--- src/logic/pvcc_pkg.sv ---
// Package: constants, layout and types of the paravirtual common settings bank
package pvcc_pkg;

  // --------------------------------------------------------------------------
  // Sizes and identities
  // --------------------------------------------------------------------------
  localparam int          NUM_RINGS   = 4;
  localparam int          RING_IDX_W  = 2;
  localparam logic [15:0] MAX_DEPTH   = 16'h0100;
  localparam logic [63:0] OFFERED_FEATURES = 64'h0000_0005_0000_0000;
  localparam int          PACKED_BIT  = 34;

  // --------------------------------------------------------------------------
  // Capability chain in configuration space
  // --------------------------------------------------------------------------
  localparam logic [7:0]  CAP_ID_VNDR   = 8'h09;
  localparam int          CAP_BASE_WORD = 16;
  localparam int          LOC_WORDS     = 5;
  localparam int          NUM_LOCS      = 4;
  localparam int          NOTIFY_LOC    = 1;
  localparam logic [7:0]  TYPE_COMMON   = 8'h01;
  localparam logic [7:0]  TYPE_NOTIFY   = 8'h02;
  localparam logic [7:0]  type_irq_cause = 8'h03;
  localparam logic [7:0]  TYPE_DEVICE   = 8'h04;
  localparam logic [7:0]  TYPE_WINDOW   = 8'h05;
  localparam logic [7:0]  REGION_MAX    = 8'h05;
  localparam logic [7:0]  LOC_TYPE [NUM_LOCS] = '{TYPE_COMMON, TYPE_NOTIFY,
                                                   type_irq_cause, TYPE_DEVICE};
  localparam logic [7:0]  LOC_LEN  [NUM_LOCS] = '{8'h10, 8'h14, 8'h10, 8'h10};
  localparam logic [7:0]  LOC_BAR  [NUM_LOCS] = '{8'h00, 8'h00, 8'h00, 8'h00};
  localparam logic [31:0] LOC_OFF  [NUM_LOCS] = '{32'h0000_0000, 32'h0000_0100,
                                                   32'h0000_0200, 32'h0000_0300};
  localparam logic [31:0] LOC_SIZE [NUM_LOCS] = '{32'h0000_0038, 32'h0000_0010,
                                                   32'h0000_0004, 32'h0000_0100};
  localparam logic [31:0] NOTIFY_MULT = 32'h0000_0004;

  // --------------------------------------------------------------------------
  // Common settings word map (word index = byte offset / 4)
  // --------------------------------------------------------------------------
  localparam logic [3:0] W_OFF_SEL  = 4'h0;
  localparam logic [3:0] W_OFF_CAP  = 4'h1;
  localparam logic [3:0] W_ACC_SEL  = 4'h2;
  localparam logic [3:0] W_ACC_CAP  = 4'h3;
  localparam logic [3:0] W_VEC_CNT  = 4'h4;
  localparam logic [3:0] W_STATE    = 4'h5;
  localparam logic [3:0] W_DEPTH    = 4'h6;
  localparam logic [3:0] W_ACTIVE   = 4'h7;
  localparam logic [3:0] W_DESC_LO  = 4'h8;
  localparam logic [3:0] W_DESC_HI  = 4'h9;
  localparam logic [3:0] W_PROD_LO  = 4'hA;
  localparam logic [3:0] W_PROD_HI  = 4'hB;
  localparam logic [3:0] W_CONS_LO  = 4'hC;
  localparam logic [3:0] W_CONS_HI  = 4'hD;

  // --------------------------------------------------------------------------
  // Types
  // --------------------------------------------------------------------------
  typedef struct packed {
    logic        wr;
    logic        rd;
    logic [3:0]  word;
    logic [3:0]  be;
    logic [31:0] wdata;
  } pvcc_req_t;

  typedef struct packed {
    logic [31:0] off_sel;
    logic [31:0] acc_sel;
    logic [63:0] accepted;
    logic [15:0] cfg_vec;
    logic [7:0]  state;
    logic [15:0] ring_sel;
  } pvcc_cc_t;

  typedef struct packed {
    logic [15:0] depth;
    logic [15:0] vector;
    logic        active;
    logic [63:0] desc;
    logic [63:0] prod;
    logic [63:0] cons;
  } pvcc_ring_t;

  localparam pvcc_cc_t   CC_RESET   = '{default: '0};
  localparam pvcc_ring_t RING_RESET = '{depth: MAX_DEPTH, default: '0};

endpackage : pvcc_pkg

--- src/logic/pvcc_common_cfg.sv ---
// Common settings register bank and capability locators of a paravirtual function
//
// Behaviour
// - Every locator's identifier byte reads 09h, the vendor-specific capability code.
// - Locator type codes: 1 common, 2 doorbell, 3 cause, 4 device, 5 window.
// - Region selector holds 0 to 5, naming a base address register from 10h.
// - Byte length covers the whole locator including trailing extra data.
// - Locators of one type are chained most preferred first.
// - Offered word shows feature bits from bank index times 32; others read zero.
// - Accepted word returns written bits that are also offered.
// - Writing zero to lifecycle state resets the device; it then reads zero.
// - Epoch changes after a read of changed device settings, via change flag.
// - Ring depth reads maximum after reset and zero for unavailable index.
// - Without packed ring, ring depth only presents zero or a power of two.
// - Ring active gates request execution, one enabled, zero after reset.
// - At least one common locator exists, with a 4-byte aligned offset.
// - Doorbell slot index is a scaled index, not a byte offset; rings here hold no doorbell slot index.
// - Each ring holds descriptor, producer and consumer area addresses.
// - Fields are little-endian; 64-bit fields are independent low and high words.
`timescale 1ns/10ps
`default_nettype none

module pvcc_common_cfg (
  // Clock and reset
  input  wire logic                            CORE_CLK,
  input  wire logic                            RST_B,
  // Common settings region access
  input  wire pvcc_pkg::pvcc_req_t             COM_REQ,
  output logic [31:0]                          COM_RDATA,
  output logic                                 COM_RVALID,
  // Capability chain reads
  input  wire logic                            CFG_RD,
  input  wire logic [5:0]                      CFG_WORD,
  output logic [31:0]                          CFG_RDATA,
  output logic                                 CFG_RVALID,
  // Device-specific settings events
  input  wire logic                            DEV_CFG_CHG,
  input  wire logic                            DEV_CFG_RD,
  // Ring gates, functional reset and lifecycle state
  output logic [pvcc_pkg::NUM_RINGS-1:0]       RING_ACTIVE,
  output logic                                 DEV_RESET,
  output logic [7:0]                           LIFECYCLE
);
  import pvcc_pkg::*;

  // --------------------------------------------------------------------------
  // Helpers
  // --------------------------------------------------------------------------
  function automatic logic [31:0] merge32(input logic [31:0] old_v,
                                          input logic [31:0] new_v,
                                          input logic [3:0]  be);
    logic [31:0] r;
    r = old_v;
    for (int b = 0; b < 4; b++)
    begin
      if (be[b])
        r[b*8 +: 8] = new_v[b*8 +: 8];
    end
    return r;
  endfunction : merge32

  function automatic logic [15:0] merge16(input logic [15:0] old_v,
                                          input logic [15:0] new_v,
                                          input logic [1:0]  be);
    logic [15:0] r;
    r = old_v;
    if (be[0])
      r[7:0] = new_v[7:0];
    if (be[1])
      r[15:8] = new_v[15:8];
    return r;
  endfunction : merge16

  function automatic logic pow2z(input logic [15:0] v);
    return (v & (v - 16'h0001)) == 16'h0000;
  endfunction : pow2z

  function automatic logic [31:0] cap_word(input logic [5:0] w);
    logic [31:0] d;
    logic [7:0]  nxt;
    int          base;
    d = 32'h0000_0000;
    for (int k = 0; k < NUM_LOCS; k++)
    begin
      base = CAP_BASE_WORD + k * LOC_WORDS;
      nxt  = (k == NUM_LOCS - 1) ? 8'h00 : 8'((base + LOC_WORDS) * 4);
      if (w == 6'(base))
        d = {LOC_TYPE[k], LOC_LEN[k], nxt, CAP_ID_VNDR};
      else if (w == 6'(base + 1))
        d = {24'h00_0000, LOC_BAR[k]};
      else if (w == 6'(base + 2))
        d = LOC_OFF[k];
      else if (w == 6'(base + 3))
        d = LOC_SIZE[k];
      else if (w == 6'(base + 4) && k == NOTIFY_LOC)
        d = NOTIFY_MULT;
    end
    return d;
  endfunction : cap_word

  // --------------------------------------------------------------------------
  // Reset release
  // --------------------------------------------------------------------------
  logic [1:0] rst_sync_r;
  logic       rst_n;

  always_ff @(posedge CORE_CLK or negedge RST_B)
  begin
    if (!RST_B)
      rst_sync_r <= 2'b00;
    else
      rst_sync_r <= {rst_sync_r[0], 1'b1};
  end

  assign rst_n = rst_sync_r[1];

  // --------------------------------------------------------------------------
  // State
  // --------------------------------------------------------------------------
  pvcc_cc_t                cc_r, cc_nxt;
  pvcc_ring_t              rings_r [NUM_RINGS];
  pvcc_ring_t              rings_nxt [NUM_RINGS];
  logic [7:0]              epoch_r, epoch_nxt;
  logic                    chg_r, chg_nxt;
  logic [31:0]             com_rdata_r, com_rdata_nxt;
  logic                    com_rvalid_r, com_rvalid_nxt;
  logic [31:0]             cfg_rdata_r, cfg_rdata_nxt;
  logic                    cfg_rvalid_r, cfg_rvalid_nxt;
  logic                    dev_reset_r, dev_reset_nxt;
  logic                    ring_ok;
  logic [RING_IDX_W-1:0]   ridx;
  logic                    packed_ring;
  pvcc_ring_t              cur;
  logic [15:0]             depth_w;

  assign ring_ok     = cc_r.ring_sel < 16'(NUM_RINGS);
  assign ridx        = cc_r.ring_sel[RING_IDX_W-1:0];
  assign packed_ring = cc_r.accepted[PACKED_BIT];
  assign cur         = ring_ok ? rings_r[ridx] : '0;

  // --------------------------------------------------------------------------
  // Next state
  // --------------------------------------------------------------------------
  always_comb
  begin
    cc_nxt         = cc_r;
    rings_nxt      = rings_r;
    epoch_nxt      = epoch_r;
    chg_nxt        = chg_r | DEV_CFG_CHG;
    dev_reset_nxt  = 1'b0;
    depth_w        = merge16(cur.depth, COM_REQ.wdata[15:0], COM_REQ.be[1:0]);
    cfg_rvalid_nxt = CFG_RD;
    cfg_rdata_nxt  = CFG_RD ? cap_word(CFG_WORD) : 32'h0000_0000;
    com_rvalid_nxt = COM_REQ.rd;
    com_rdata_nxt  = 32'h0000_0000;

    // Epoch bumps only when a changed value is actually read
    if (DEV_CFG_RD && chg_r)
    begin
      epoch_nxt = epoch_r + 8'h01;
      chg_nxt   = DEV_CFG_CHG;
    end

    if (COM_REQ.rd)
    begin
      case (COM_REQ.word)
        W_OFF_SEL: com_rdata_nxt = cc_r.off_sel;
        W_OFF_CAP: com_rdata_nxt = (cc_r.off_sel < 32'h2) ?
                     OFFERED_FEATURES[cc_r.off_sel[0]*32 +: 32] : 32'h0;
        W_ACC_SEL: com_rdata_nxt = cc_r.acc_sel;
        W_ACC_CAP: com_rdata_nxt = (cc_r.acc_sel < 32'h2) ?
                     cc_r.accepted[cc_r.acc_sel[0]*32 +: 32] : 32'h0;
        W_VEC_CNT: com_rdata_nxt = {16'(NUM_RINGS), cc_r.cfg_vec};
        W_STATE:   com_rdata_nxt = {cc_r.ring_sel, epoch_r, cc_r.state};
        W_DEPTH:   com_rdata_nxt = {cur.vector, cur.depth};
        W_ACTIVE:  com_rdata_nxt = {(ring_ok ? cc_r.ring_sel : 16'h0),
                                    15'h0000, cur.active};
        W_DESC_LO: com_rdata_nxt = cur.desc[31:0];
        W_DESC_HI: com_rdata_nxt = cur.desc[63:32];
        W_PROD_LO: com_rdata_nxt = cur.prod[31:0];
        W_PROD_HI: com_rdata_nxt = cur.prod[63:32];
        W_CONS_LO: com_rdata_nxt = cur.cons[31:0];
        W_CONS_HI: com_rdata_nxt = cur.cons[63:32];
        default:   com_rdata_nxt = 32'h0000_0000;
      endcase
    end

    if (COM_REQ.wr)
    begin
      case (COM_REQ.word)
        W_OFF_SEL: cc_nxt.off_sel = merge32(cc_r.off_sel, COM_REQ.wdata, COM_REQ.be);
        W_ACC_SEL: cc_nxt.acc_sel = merge32(cc_r.acc_sel, COM_REQ.wdata, COM_REQ.be);
        W_ACC_CAP:
        begin
          // Bits never offered are dropped
          if (cc_r.acc_sel < 32'h2)
            cc_nxt.accepted[cc_r.acc_sel[0]*32 +: 32] =
              merge32(cc_r.accepted[cc_r.acc_sel[0]*32 +: 32], COM_REQ.wdata,
                      COM_REQ.be) & OFFERED_FEATURES[cc_r.acc_sel[0]*32 +: 32];
        end
        W_VEC_CNT: cc_nxt.cfg_vec = merge16(cc_r.cfg_vec, COM_REQ.wdata[15:0],
                                            COM_REQ.be[1:0]);
        W_STATE:
        begin
          if (COM_REQ.be[0])
            cc_nxt.state = COM_REQ.wdata[7:0];
          if (COM_REQ.be[3:2] != 2'b00)
            cc_nxt.ring_sel = merge16(cc_r.ring_sel, COM_REQ.wdata[31:16],
                                      COM_REQ.be[3:2]);
        end
        W_DEPTH:
        begin
          if (ring_ok && COM_REQ.be[1:0] != 2'b00 && depth_w <= MAX_DEPTH &&
              (packed_ring || pow2z(depth_w)))
            rings_nxt[ridx].depth = depth_w;
          if (ring_ok)
            rings_nxt[ridx].vector = merge16(cur.vector, COM_REQ.wdata[31:16],
                                             COM_REQ.be[3:2]);
        end
        W_ACTIVE:
        begin
          if (ring_ok && COM_REQ.be[0])
            rings_nxt[ridx].active = COM_REQ.wdata[0];
        end
        W_DESC_LO: if (ring_ok) rings_nxt[ridx].desc[31:0] =
                     merge32(cur.desc[31:0], COM_REQ.wdata, COM_REQ.be);
        W_DESC_HI: if (ring_ok) rings_nxt[ridx].desc[63:32] =
                     merge32(cur.desc[63:32], COM_REQ.wdata, COM_REQ.be);
        W_PROD_LO: if (ring_ok) rings_nxt[ridx].prod[31:0] =
                     merge32(cur.prod[31:0], COM_REQ.wdata, COM_REQ.be);
        W_PROD_HI: if (ring_ok) rings_nxt[ridx].prod[63:32] =
                     merge32(cur.prod[63:32], COM_REQ.wdata, COM_REQ.be);
        W_CONS_LO: if (ring_ok) rings_nxt[ridx].cons[31:0] =
                     merge32(cur.cons[31:0], COM_REQ.wdata, COM_REQ.be);
        W_CONS_HI: if (ring_ok) rings_nxt[ridx].cons[63:32] =
                     merge32(cur.cons[63:32], COM_REQ.wdata, COM_REQ.be);
        default: ;
      endcase

      // Zero into lifecycle state clears the bank and every ring (depth back to maximum) in one cycle, keeping the epoch and change flag
      if (COM_REQ.word == W_STATE && COM_REQ.be[0] && COM_REQ.wdata[7:0] == 8'h00)
      begin
        cc_nxt        = CC_RESET;
        dev_reset_nxt = 1'b1;
        for (int q = 0; q < NUM_RINGS; q++)
          rings_nxt[q] = RING_RESET;
      end
    end
  end

  // --------------------------------------------------------------------------
  // Registers
  // --------------------------------------------------------------------------
  always_ff @(posedge CORE_CLK or negedge rst_n)
  begin
    if (!rst_n)
    begin
      cc_r         <= CC_RESET;
      epoch_r      <= 8'h00;
      chg_r        <= 1'b0;
      com_rdata_r  <= 32'h0000_0000;
      com_rvalid_r <= 1'b0;
      cfg_rdata_r  <= 32'h0000_0000;
      cfg_rvalid_r <= 1'b0;
      dev_reset_r  <= 1'b0;
      for (int q = 0; q < NUM_RINGS; q++)
        rings_r[q] <= RING_RESET;
    end
    else
    begin
      cc_r         <= cc_nxt;
      epoch_r      <= epoch_nxt;
      chg_r        <= chg_nxt;
      com_rdata_r  <= com_rdata_nxt;
      com_rvalid_r <= com_rvalid_nxt;
      cfg_rdata_r  <= cfg_rdata_nxt;
      cfg_rvalid_r <= cfg_rvalid_nxt;
      dev_reset_r  <= dev_reset_nxt;
      for (int q = 0; q < NUM_RINGS; q++)
        rings_r[q] <= rings_nxt[q];
    end
  end

  // --------------------------------------------------------------------------
  // Outputs
  // --------------------------------------------------------------------------
  assign COM_RDATA  = com_rdata_r;
  assign COM_RVALID = com_rvalid_r;
  assign CFG_RDATA  = cfg_rdata_r;
  assign CFG_RVALID = cfg_rvalid_r;
  assign DEV_RESET  = dev_reset_r;
  assign LIFECYCLE  = cc_r.state;

  for (genvar g = 0; g < NUM_RINGS; g++)
  begin : g_gate
    assign RING_ACTIVE[g] = rings_r[g].active;
  end

  // --------------------------------------------------------------------------
  // Checks
  // --------------------------------------------------------------------------
  logic rec_head;
  logic rec_bar;
  assign rec_head = ((int'(CFG_WORD) - CAP_BASE_WORD) % LOC_WORDS == 0) &&
                    (int'(CFG_WORD) >= CAP_BASE_WORD) &&
                    (int'(CFG_WORD) < CAP_BASE_WORD + NUM_LOCS * LOC_WORDS);
  assign rec_bar  = ((int'(CFG_WORD) - CAP_BASE_WORD) % LOC_WORDS == 1) &&
                    (int'(CFG_WORD) >= CAP_BASE_WORD) &&
                    (int'(CFG_WORD) < CAP_BASE_WORD + NUM_LOCS * LOC_WORDS);

  property p_cap_id;
    @(posedge CORE_CLK) disable iff (!rst_n)
      CFG_RD && rec_head |=> CFG_RVALID && CFG_RDATA[7:0] == CAP_ID_VNDR;
  endproperty
  a_cap_id: assert property (p_cap_id) else $error("locator id byte wrong");

  property p_cap_type;
    @(posedge CORE_CLK) disable iff (!rst_n)
      CFG_RD && rec_head |=> CFG_RDATA[31:24] >= TYPE_COMMON &&
                             CFG_RDATA[31:24] <= TYPE_WINDOW;
  endproperty
  a_cap_type: assert property (p_cap_type) else $error("locator type reserved");

  property p_cap_bar;
    @(posedge CORE_CLK) disable iff (!rst_n)
      CFG_RD && rec_bar |=> CFG_RDATA[7:0] <= REGION_MAX && CFG_RDATA[31:8] == 24'h0;
  endproperty
  a_cap_bar: assert property (p_cap_bar) else $error("region selector reserved");

  property p_offered;
    @(posedge CORE_CLK) disable iff (!rst_n)
      COM_REQ.rd && COM_REQ.word == W_OFF_CAP && cc_r.off_sel > 32'h1
        |=> COM_RVALID && COM_RDATA == 32'h0;
  endproperty
  a_offered: assert property (p_offered) else $error("high offered bank not zero");

  property p_accepted;
    @(posedge CORE_CLK) disable iff (!rst_n)
      COM_REQ.wr && COM_REQ.word == W_ACC_CAP
        |=> (cc_r.accepted & ~OFFERED_FEATURES) == 64'h0;
  endproperty
  a_accepted: assert property (p_accepted) else $error("unoffered bit accepted");

  property p_reset;
    @(posedge CORE_CLK) disable iff (!rst_n)
      COM_REQ.wr && COM_REQ.word == W_STATE && COM_REQ.be[0] &&
      COM_REQ.wdata[7:0] == 8'h00
        |=> DEV_RESET && LIFECYCLE == 8'h00 && RING_ACTIVE == '0 ##1 !DEV_RESET;
  endproperty
  a_reset: assert property (p_reset) else $error("functional reset incomplete");

  property p_epoch;
    @(posedge CORE_CLK) disable iff (!rst_n)
      DEV_CFG_RD && chg_r |=> epoch_r == $past(epoch_r) + 8'h01;
  endproperty
  a_epoch: assert property (p_epoch) else $error("epoch did not advance");

  property p_unavail;
    @(posedge CORE_CLK) disable iff (!rst_n)
      COM_REQ.rd && COM_REQ.word == W_DEPTH && !ring_ok |=> COM_RDATA[15:0] == 16'h0;
  endproperty
  a_unavail: assert property (p_unavail) else $error("absent ring depth nonzero");

  property p_pow2;
    @(posedge CORE_CLK) disable iff (!rst_n)
      !packed_ring |-> pow2z(cur.depth);
  endproperty
  a_pow2: assert property (p_pow2) else $error("ring depth not power of two");

endmodule : pvcc_common_cfg

`default_nettype wire

--- config.mk ---
export PLATFORM = sky130hd
export DESIGN_NAME = pvcc_common_cfg
export DESIGN_NICKNAME = d
export VERILOG_FILES = /design/src/logic/pvcc_pkg.sv /design/src/logic/pvcc_common_cfg.sv
export SDC_FILE = /design/constraint.sdc
export NUM_CORES = 2
export LEC_CHECK = 0
export ABC_AREA = 0
export BUFFER_PORTS_ARGS = -buffer_cell sky130_fd_sc_hd__buf_2
export CORE_MARGIN = 2
export CORE_UTILIZATION = 35
export CTS_CLUSTER_SIZE = 28
export DETAILED_ROUTE_END_ITERATION = 7
export SYNTH_ARGS = -nofsm -noshare
export SYNTH_HDL_FRONTEND = slang
export SYNTH_SLANG_ARGS = --single-unit
--- constraint.sdc ---
create_clock -name CORE_CLK -period 63.5 [get_ports CORE_CLK]
set_input_delay 0 -clock CORE_CLK [delete_from_list [all_inputs] [get_ports CORE_CLK]]
set_output_delay 0 -clock CORE_CLK [all_outputs]
set_load 0.1 [all_outputs]
# After elaboration in Yosys (flattened, before gate mapping)
# Index checks and enable logic that the tools add are counted.
dict set report word_totals {
  word_cells 347
  input_bits 53
  reg_bits 1146
}
dict set report classes {
  magnitude_cmp 6
  n_shift 5
  add_sub_neg 3
  n_eq_ne 37
  muxes 205
  bitwise 4
  n_reduce_logical 41
}
# operator count
set ops {}
lappend ops {{2-to-1 mux 900 bit} 12}
lappend ops {{bitwise mux 900 bit} 9}
lappend ops {{case mux 900 bit (8 select lines)} 1}
lappend ops {{demux 225 bit (select 2 bit)} 9}
lappend ops {{2-to-1 mux 8 bit} 126}
lappend ops {{2-to-1 mux 225 bit} 4}
lappend ops {{2-to-1 mux 32 bit} 21}
lappend ops {{binary-select mux 225 bit (select 2 bit)} 1}
lappend ops {{case mux 32 bit (14 select lines)} 1}
lappend ops {{2-to-1 mux 209 bit} 1}
lappend ops {{2-to-1 mux 193 bit} 1}
lappend ops {{2-to-1 mux 192 bit} 1}
lappend ops {{2-to-1 mux 64 bit} 3}
lappend ops {{2-to-1 mux 168 bit} 1}
lappend ops {{2-to-1 mux 160 bit} 1}
lappend ops {{2-to-1 mux 128 bit} 1}
lappend ops {{variable part select 64 x 7 -> 32 bit, first input constant} 2}
lappend ops {{2-to-1 mux 96 bit} 1}
lappend ops {{equality test 6 x 5 -> 1 bit, second input constant} 14}
lappend ops {{bitwise mux 64 bit} 1}
lappend ops {{less-than comparator 32 x 2 -> 1 bit, second input constant} 2}
lappend ops {{variable shift 32 x 34 -> 64 bit, first input constant} 1}
lappend ops {{variable part select 32 x 34 -> 64 bit} 1}
lappend ops {{variable part select 64 x 7 -> 32 bit} 1}
lappend ops {{other kinds (31)} 85}

# Longest topological paths before layout
dict set report depth {
  word_depth 19
  mapped_depth 12
  ltp_nobuf 8
}

# Worst setup path before layout
# No wires, ideal clock.
dict set report synth_timing {
  path_type {register -> register}
  from {register cc_r[0] (netlist name)}
  to {register rings_r[215] (netlist name)}
  slack_ns 60.735
  stages_incl_launch_ff 11
  period_less_slack_ns 2.765
  required_ns 63.372
  n_path_buf 3
  arrival_time_ns 2.637
  path_cell_list {dfrtp_1 -> buf_4 -> buf_2 -> mux4_2 -> or4_1 -> nor4_2 -> o2111a_2 -> nand4b_1 -> o22ai_2 -> buf_6 -> o21ai_1}
}
dict set report synth_via {
  elab_chain_len 18
  elab_cells_between_ends 60
  classes_between {1 x add/sub; 4 x order compare; 7 x eq/ne; 38 x mux; 2 x bitwise; 8 x reduce/logical}
}
# element line_no
set synth_lines {}
lappend synth_lines {{start, declared} pvcc_common_cfg.sv:120} ;# pvcc_cc_t cc_r, cc_nxt;
lappend synth_lines {{start signal, assigned} pvcc_common_cfg.sv:271} ;# cc_r <= cc_nxt;
lappend synth_lines {{parallel branches: the longest is 18 deep, another holds less-than comparator 16 x 3 -> 1 bit} n/a}
lappend synth_lines {{end signal, assigned by index} pvcc_common_cfg.sv:280} ;# rings_r[q] <= rings_nxt[q];
lappend synth_lines {{end, declared} pvcc_common_cfg.sv:121} ;# pvcc_ring_t rings_r [NUM_RINGS];
# Several ways; the timed one is not identified. The select of a mux whose other input is x is not followed.
# A chain may end at the register's enable or synchronous reset.

# Worst setup path after layout
dict set report layout_timing {
  from {register cc_r[1] (netlist name)}
  to {register com_rdata_r[8] (netlist: COM_RDATA[8])}
}
dict set report layout_via {
  elab_chain_len 7
  elab_cells_between_ends 8
  classes_between {1 x order compare; 6 x mux; 1 x bitwise}
}
# element line_no
set layout_lines {}
lappend layout_lines {{parallel branches: the longest is 4 deep, another holds less-than comparator 16 x 3 -> 1 bit} n/a}
lappend layout_lines {{2-to-1 mux 225 bit (*)} pvcc_common_cfg.sv:139} ;# assign cur = ring_ok ? rings_r[ridx] : '0;
lappend layout_lines {{case mux 32 bit (14 select lines) (*)} pvcc_common_cfg.sv:166} ;# case (COM_REQ.word)
lappend layout_lines {{2-to-1 mux 32 bit (*)} pvcc_common_cfg.sv:164} ;# if (COM_REQ.rd)
lappend layout_lines {{named net com_rdata_nxt[8]} pvcc_common_cfg.sv:125} ;# logic [31:0] com_rdata_r, com_rdata_nxt;
lappend layout_lines {{end signal, assigned} pvcc_common_cfg.sv:274} ;# com_rdata_r <= com_rdata_nxt;
lappend layout_lines {{end, declared} pvcc_common_cfg.sv:125}
# Mark *: on every way through the listed nets, which the timed path passes. The select of a mux whose other input is x is not followed.

==> results.toml <==
[grt]
grt_pass1_wl_um = 258000
grt_pass1_vias = 36900
grt_overflow = 0
antenna_found_initial = 8
grt_max_degree = 155
gr-usage-all-layers = 0.240

[timing]
fin_crit_ns = 5.22
setup_viol = 0
slew_viol_final = 0
final_hold_viol_count = 0
finalWorstSetupSlack_ns = 58.28
whs_ns = 0.0614
max_slew_margin = 0.131
setup_tns_ns = 0
fmax_ghz = 0.191
tightestPinTransition_ns = 1.30
fin_skew_ns = 0.0342
rsz0062_at_grt = "no"
period_share = 0.0822

[worst_setup_path]
cp-endpoint = "COM_RDATA[8]"
crit_start = "cc_r[1]"
reg2reg_from = "cc_r[1]"
path_class = "reg -> reg"
endpoint_kind = "flop"
path_buf_inv = 4
crit_chain = "buf_4 > buf_4 > buf_4 > buf_4 > mux4_2 > a22oi_1 > a41o_1 > a31oi_1"
cp_slowest_cell = "dfrtp_4"
cpMostUsedCell = "buf_4"
cp.arrival_ns = 5.74
r2r_slack_ns = 58.28
reg2reg_depth = 8
worst_ep_required_time_ns = 64.02
slowest_delay_ns = 0.78
worstPathMaxFanout = 41
r2r-end = "COM_RDATA[8]"
start_kind = "flop"
path_delay_family = "buffers and inverters"
cp.depth = 8

[yosys]
synth_edf_count = 0
synthAdderAreaFrac = 0.000463
synth.mux.area_fraction = 0.114
synth_top_family_by_area = "compound AO/OA/AOI/OAI gates"
yosysSeqAreaShare = 0.549
synth_seq_cells = 1066
synth_xor_area_frac = 0.00162
async_flop_share = 1.00
synth-simple-area-share = 0.0652
synthTopCellsByCount = "1,062 x dfrtp_1, 768 x a22o_1, 549 x nand2_1"
syn_inst = 3976
synth_area_per_cell_um2 = 12.2
ys_warn_count = 0
synth.area.top_cells = "dfrtp_1 55%, a22o_1 14%, mux4_2 10%"
synth_top_area_share = 0.547
synthFlopType = "dfrtp_1"
ys_types = 73
yosys.area.top_type = "dfrtp_1"
synth_compound_area_frac = 0.232
syn_area_um2 = 48600
yosysMostFrequentCell = "dfrtp_1"

[cts]
clockBufferDepth = 3
cts_sinks = 1066
cts_setup_buffers = 0
htreeDepth = 3
ctsHoldBuffers = 57
numCtsBuffers = 110
cts_tree = "done"
path_clk_slew_ns = 0.07
post_cts_resized = 0
clkLatencyLatePin_ns = 0.72
root_buffer = "clkbuf_16"

[floorplanning]
fp.dieW_um = 377
io_pins = 132
rows = 136
floorplan.initialDensity = 0.353
coreArea_um2 = 138000
die-area_um2 = 142000
die_y_um = 377

[power_and_ir_drop]
p_clk_frac = 0.423
switchingPower_uw = 458
seqPwrFrac = 0.450
leakagePower_nw = 23.7
p_comb_frac = 0.128
total_power_mw = 1.62
p_per_area_nw_per_um2 = 29.4
swShare = 0.283
p_int_mw = 1.16
ir_drop_mv = 0.0228

[cells_and_area]
post-route-cell-area_um2 = 54900
drive_above_1_share = 0.178
finalNonFillerCells = 5852
nNetsFinal = 4021
area.growth.synth_to_final_pct = 12.9
utilization = 0.399

[flow_run]
drv_cap = 0

[worst_hold_path]
min_from = "COM_REQ[39]"
hold_path_class = "in -> reg"

[run_status]
violations = "DRC"
outcome = "complete, but fails checks"

[placed_design]
placed_area_um2 = 50600
port_buffers = 116
globalplace.congestion = 0.879
dp.cells = 5592
place_ws_ns = 58.31
place_hpwl_um = 103000

[routing]
drt_wl_total_um = 173000
dr.pass1.iters = 8
ant_nets = 0
wire_per_inst_um = 29.6
drc = 5
routed-via-count = 37527
vias_per_cell = 6.41
first_iter_violations = 4931
## layer usage
metal | vias to the layer above | GRT usage | part of all wire
met3 | 408 | 0.0740 | 0.12
li1 | 15171 | - | -
met2 | 2367 | 0.340 | 0.43
met4 | 8 | 0.0920 | 0.040
met1 | 19573 | 0.342 | 0.41
met5 | - | 0 | 0.00032
## layout by cell type, fill, tap and decap left out, types with 17 or more instances in the layout
cell           count
a21oi_1          186
o2111ai_1         32
a31oi_1           27
dfrtp_1         1059
a21boi_0          17
nor2_1            60
a22oi_1          127
a21oi_2           26
nor4_1            22
o21ai_0          176
clkinv_2          21
clkbuf_1          27
dlygate4sd3_1     57
buf_2            116
clkbuf_8          23
buf_4             77
clkbuf_16        113
nand3_1           32
mux2_2            37
a22o_1           768
o21ai_1           34
nand2_1          548
mux4_2           225
inv_1             21
## worst reg2reg max path: stages, from the launching register on
cell	delay, ns
dfrtp_4	0.78
buf_4	0.62
buf_4	0.67
buf_4	0.61
buf_4	0.74
mux4_2	0.49
a22oi_1	0.58
a41o_1	0.43
a31oi_1	0.12
## kinds of logic after synthesis
logic type | count (synthesis)
other cells | 2
mux | 266
buf+inv | 410
simple gates | 750
xor+xnor | 9
flops | 1066
compound gates | 1471
fa+ha+maj | 2
## flip-flops by register name (all words and copies together) (netlist names)
| name | flops |
|---|---|
| CFG_RDATA | 12 |
| CFG_RVALID | 1 |
| COM_RDATA | 32 |
| COM_RVALID | 1 |
| DEV_RESET | 1 |
| LIFECYCLE | 8 |
| RING_ACTIVE | 4 |
| cc_r | 100 |
| chg_r | 1 |
| epoch_r | 8 |
| rings_r | 896 |
| rst_sync_r | 2 |
## power groups by stage
stage / logic, mW / registers, mW / clock network [mW]
3_3_place_gp: 0.201 / 0.738 / 0
4_1_cts: 0.204 / 0.726 / 0.689
6_report: 0.206 / 0.727 / 0.683
2_1_floorplan: 0.128 / 0.743 / 0
5_1_grt: 0.216 / 0.729 / 0.717
3_5_place_dp: 0.202 / 0.738 / 0
## layout make-up
| class | instances | area [µm²] |
|---|---|---|
| repair buffers | 254 | 1810 |
| diodes | 3 | 7.51 |
| well taps | 1794 | 2240 |
| clock inverters | 37 | 510 |
| fillers | 12863 | 82800 |
| multi-input cells | 2514 | 20300 |
| clock buffers | 163 | 3250 |
| inverters | 21 | 78.8 |
| flip-flops and latches | 1066 | 26700 |
## worst min path at each step
stage	endpoint	slack [ns]	depth (start not counted)
2_1_floorplan	rst_sync_r[0]	-0.30	0
3_5_place_dp	rst_sync_r[1]	-0.21	1
5_1_grt	cc_r[72]	0.1	3
3_3_place_gp	rst_sync_r[0]	-0.21	1
6_report	RING_ACTIVE[1]	0.06	5
4_1_cts	RING_ACTIVE[1]	0.01	5
(Power assumes the default switching activity.)
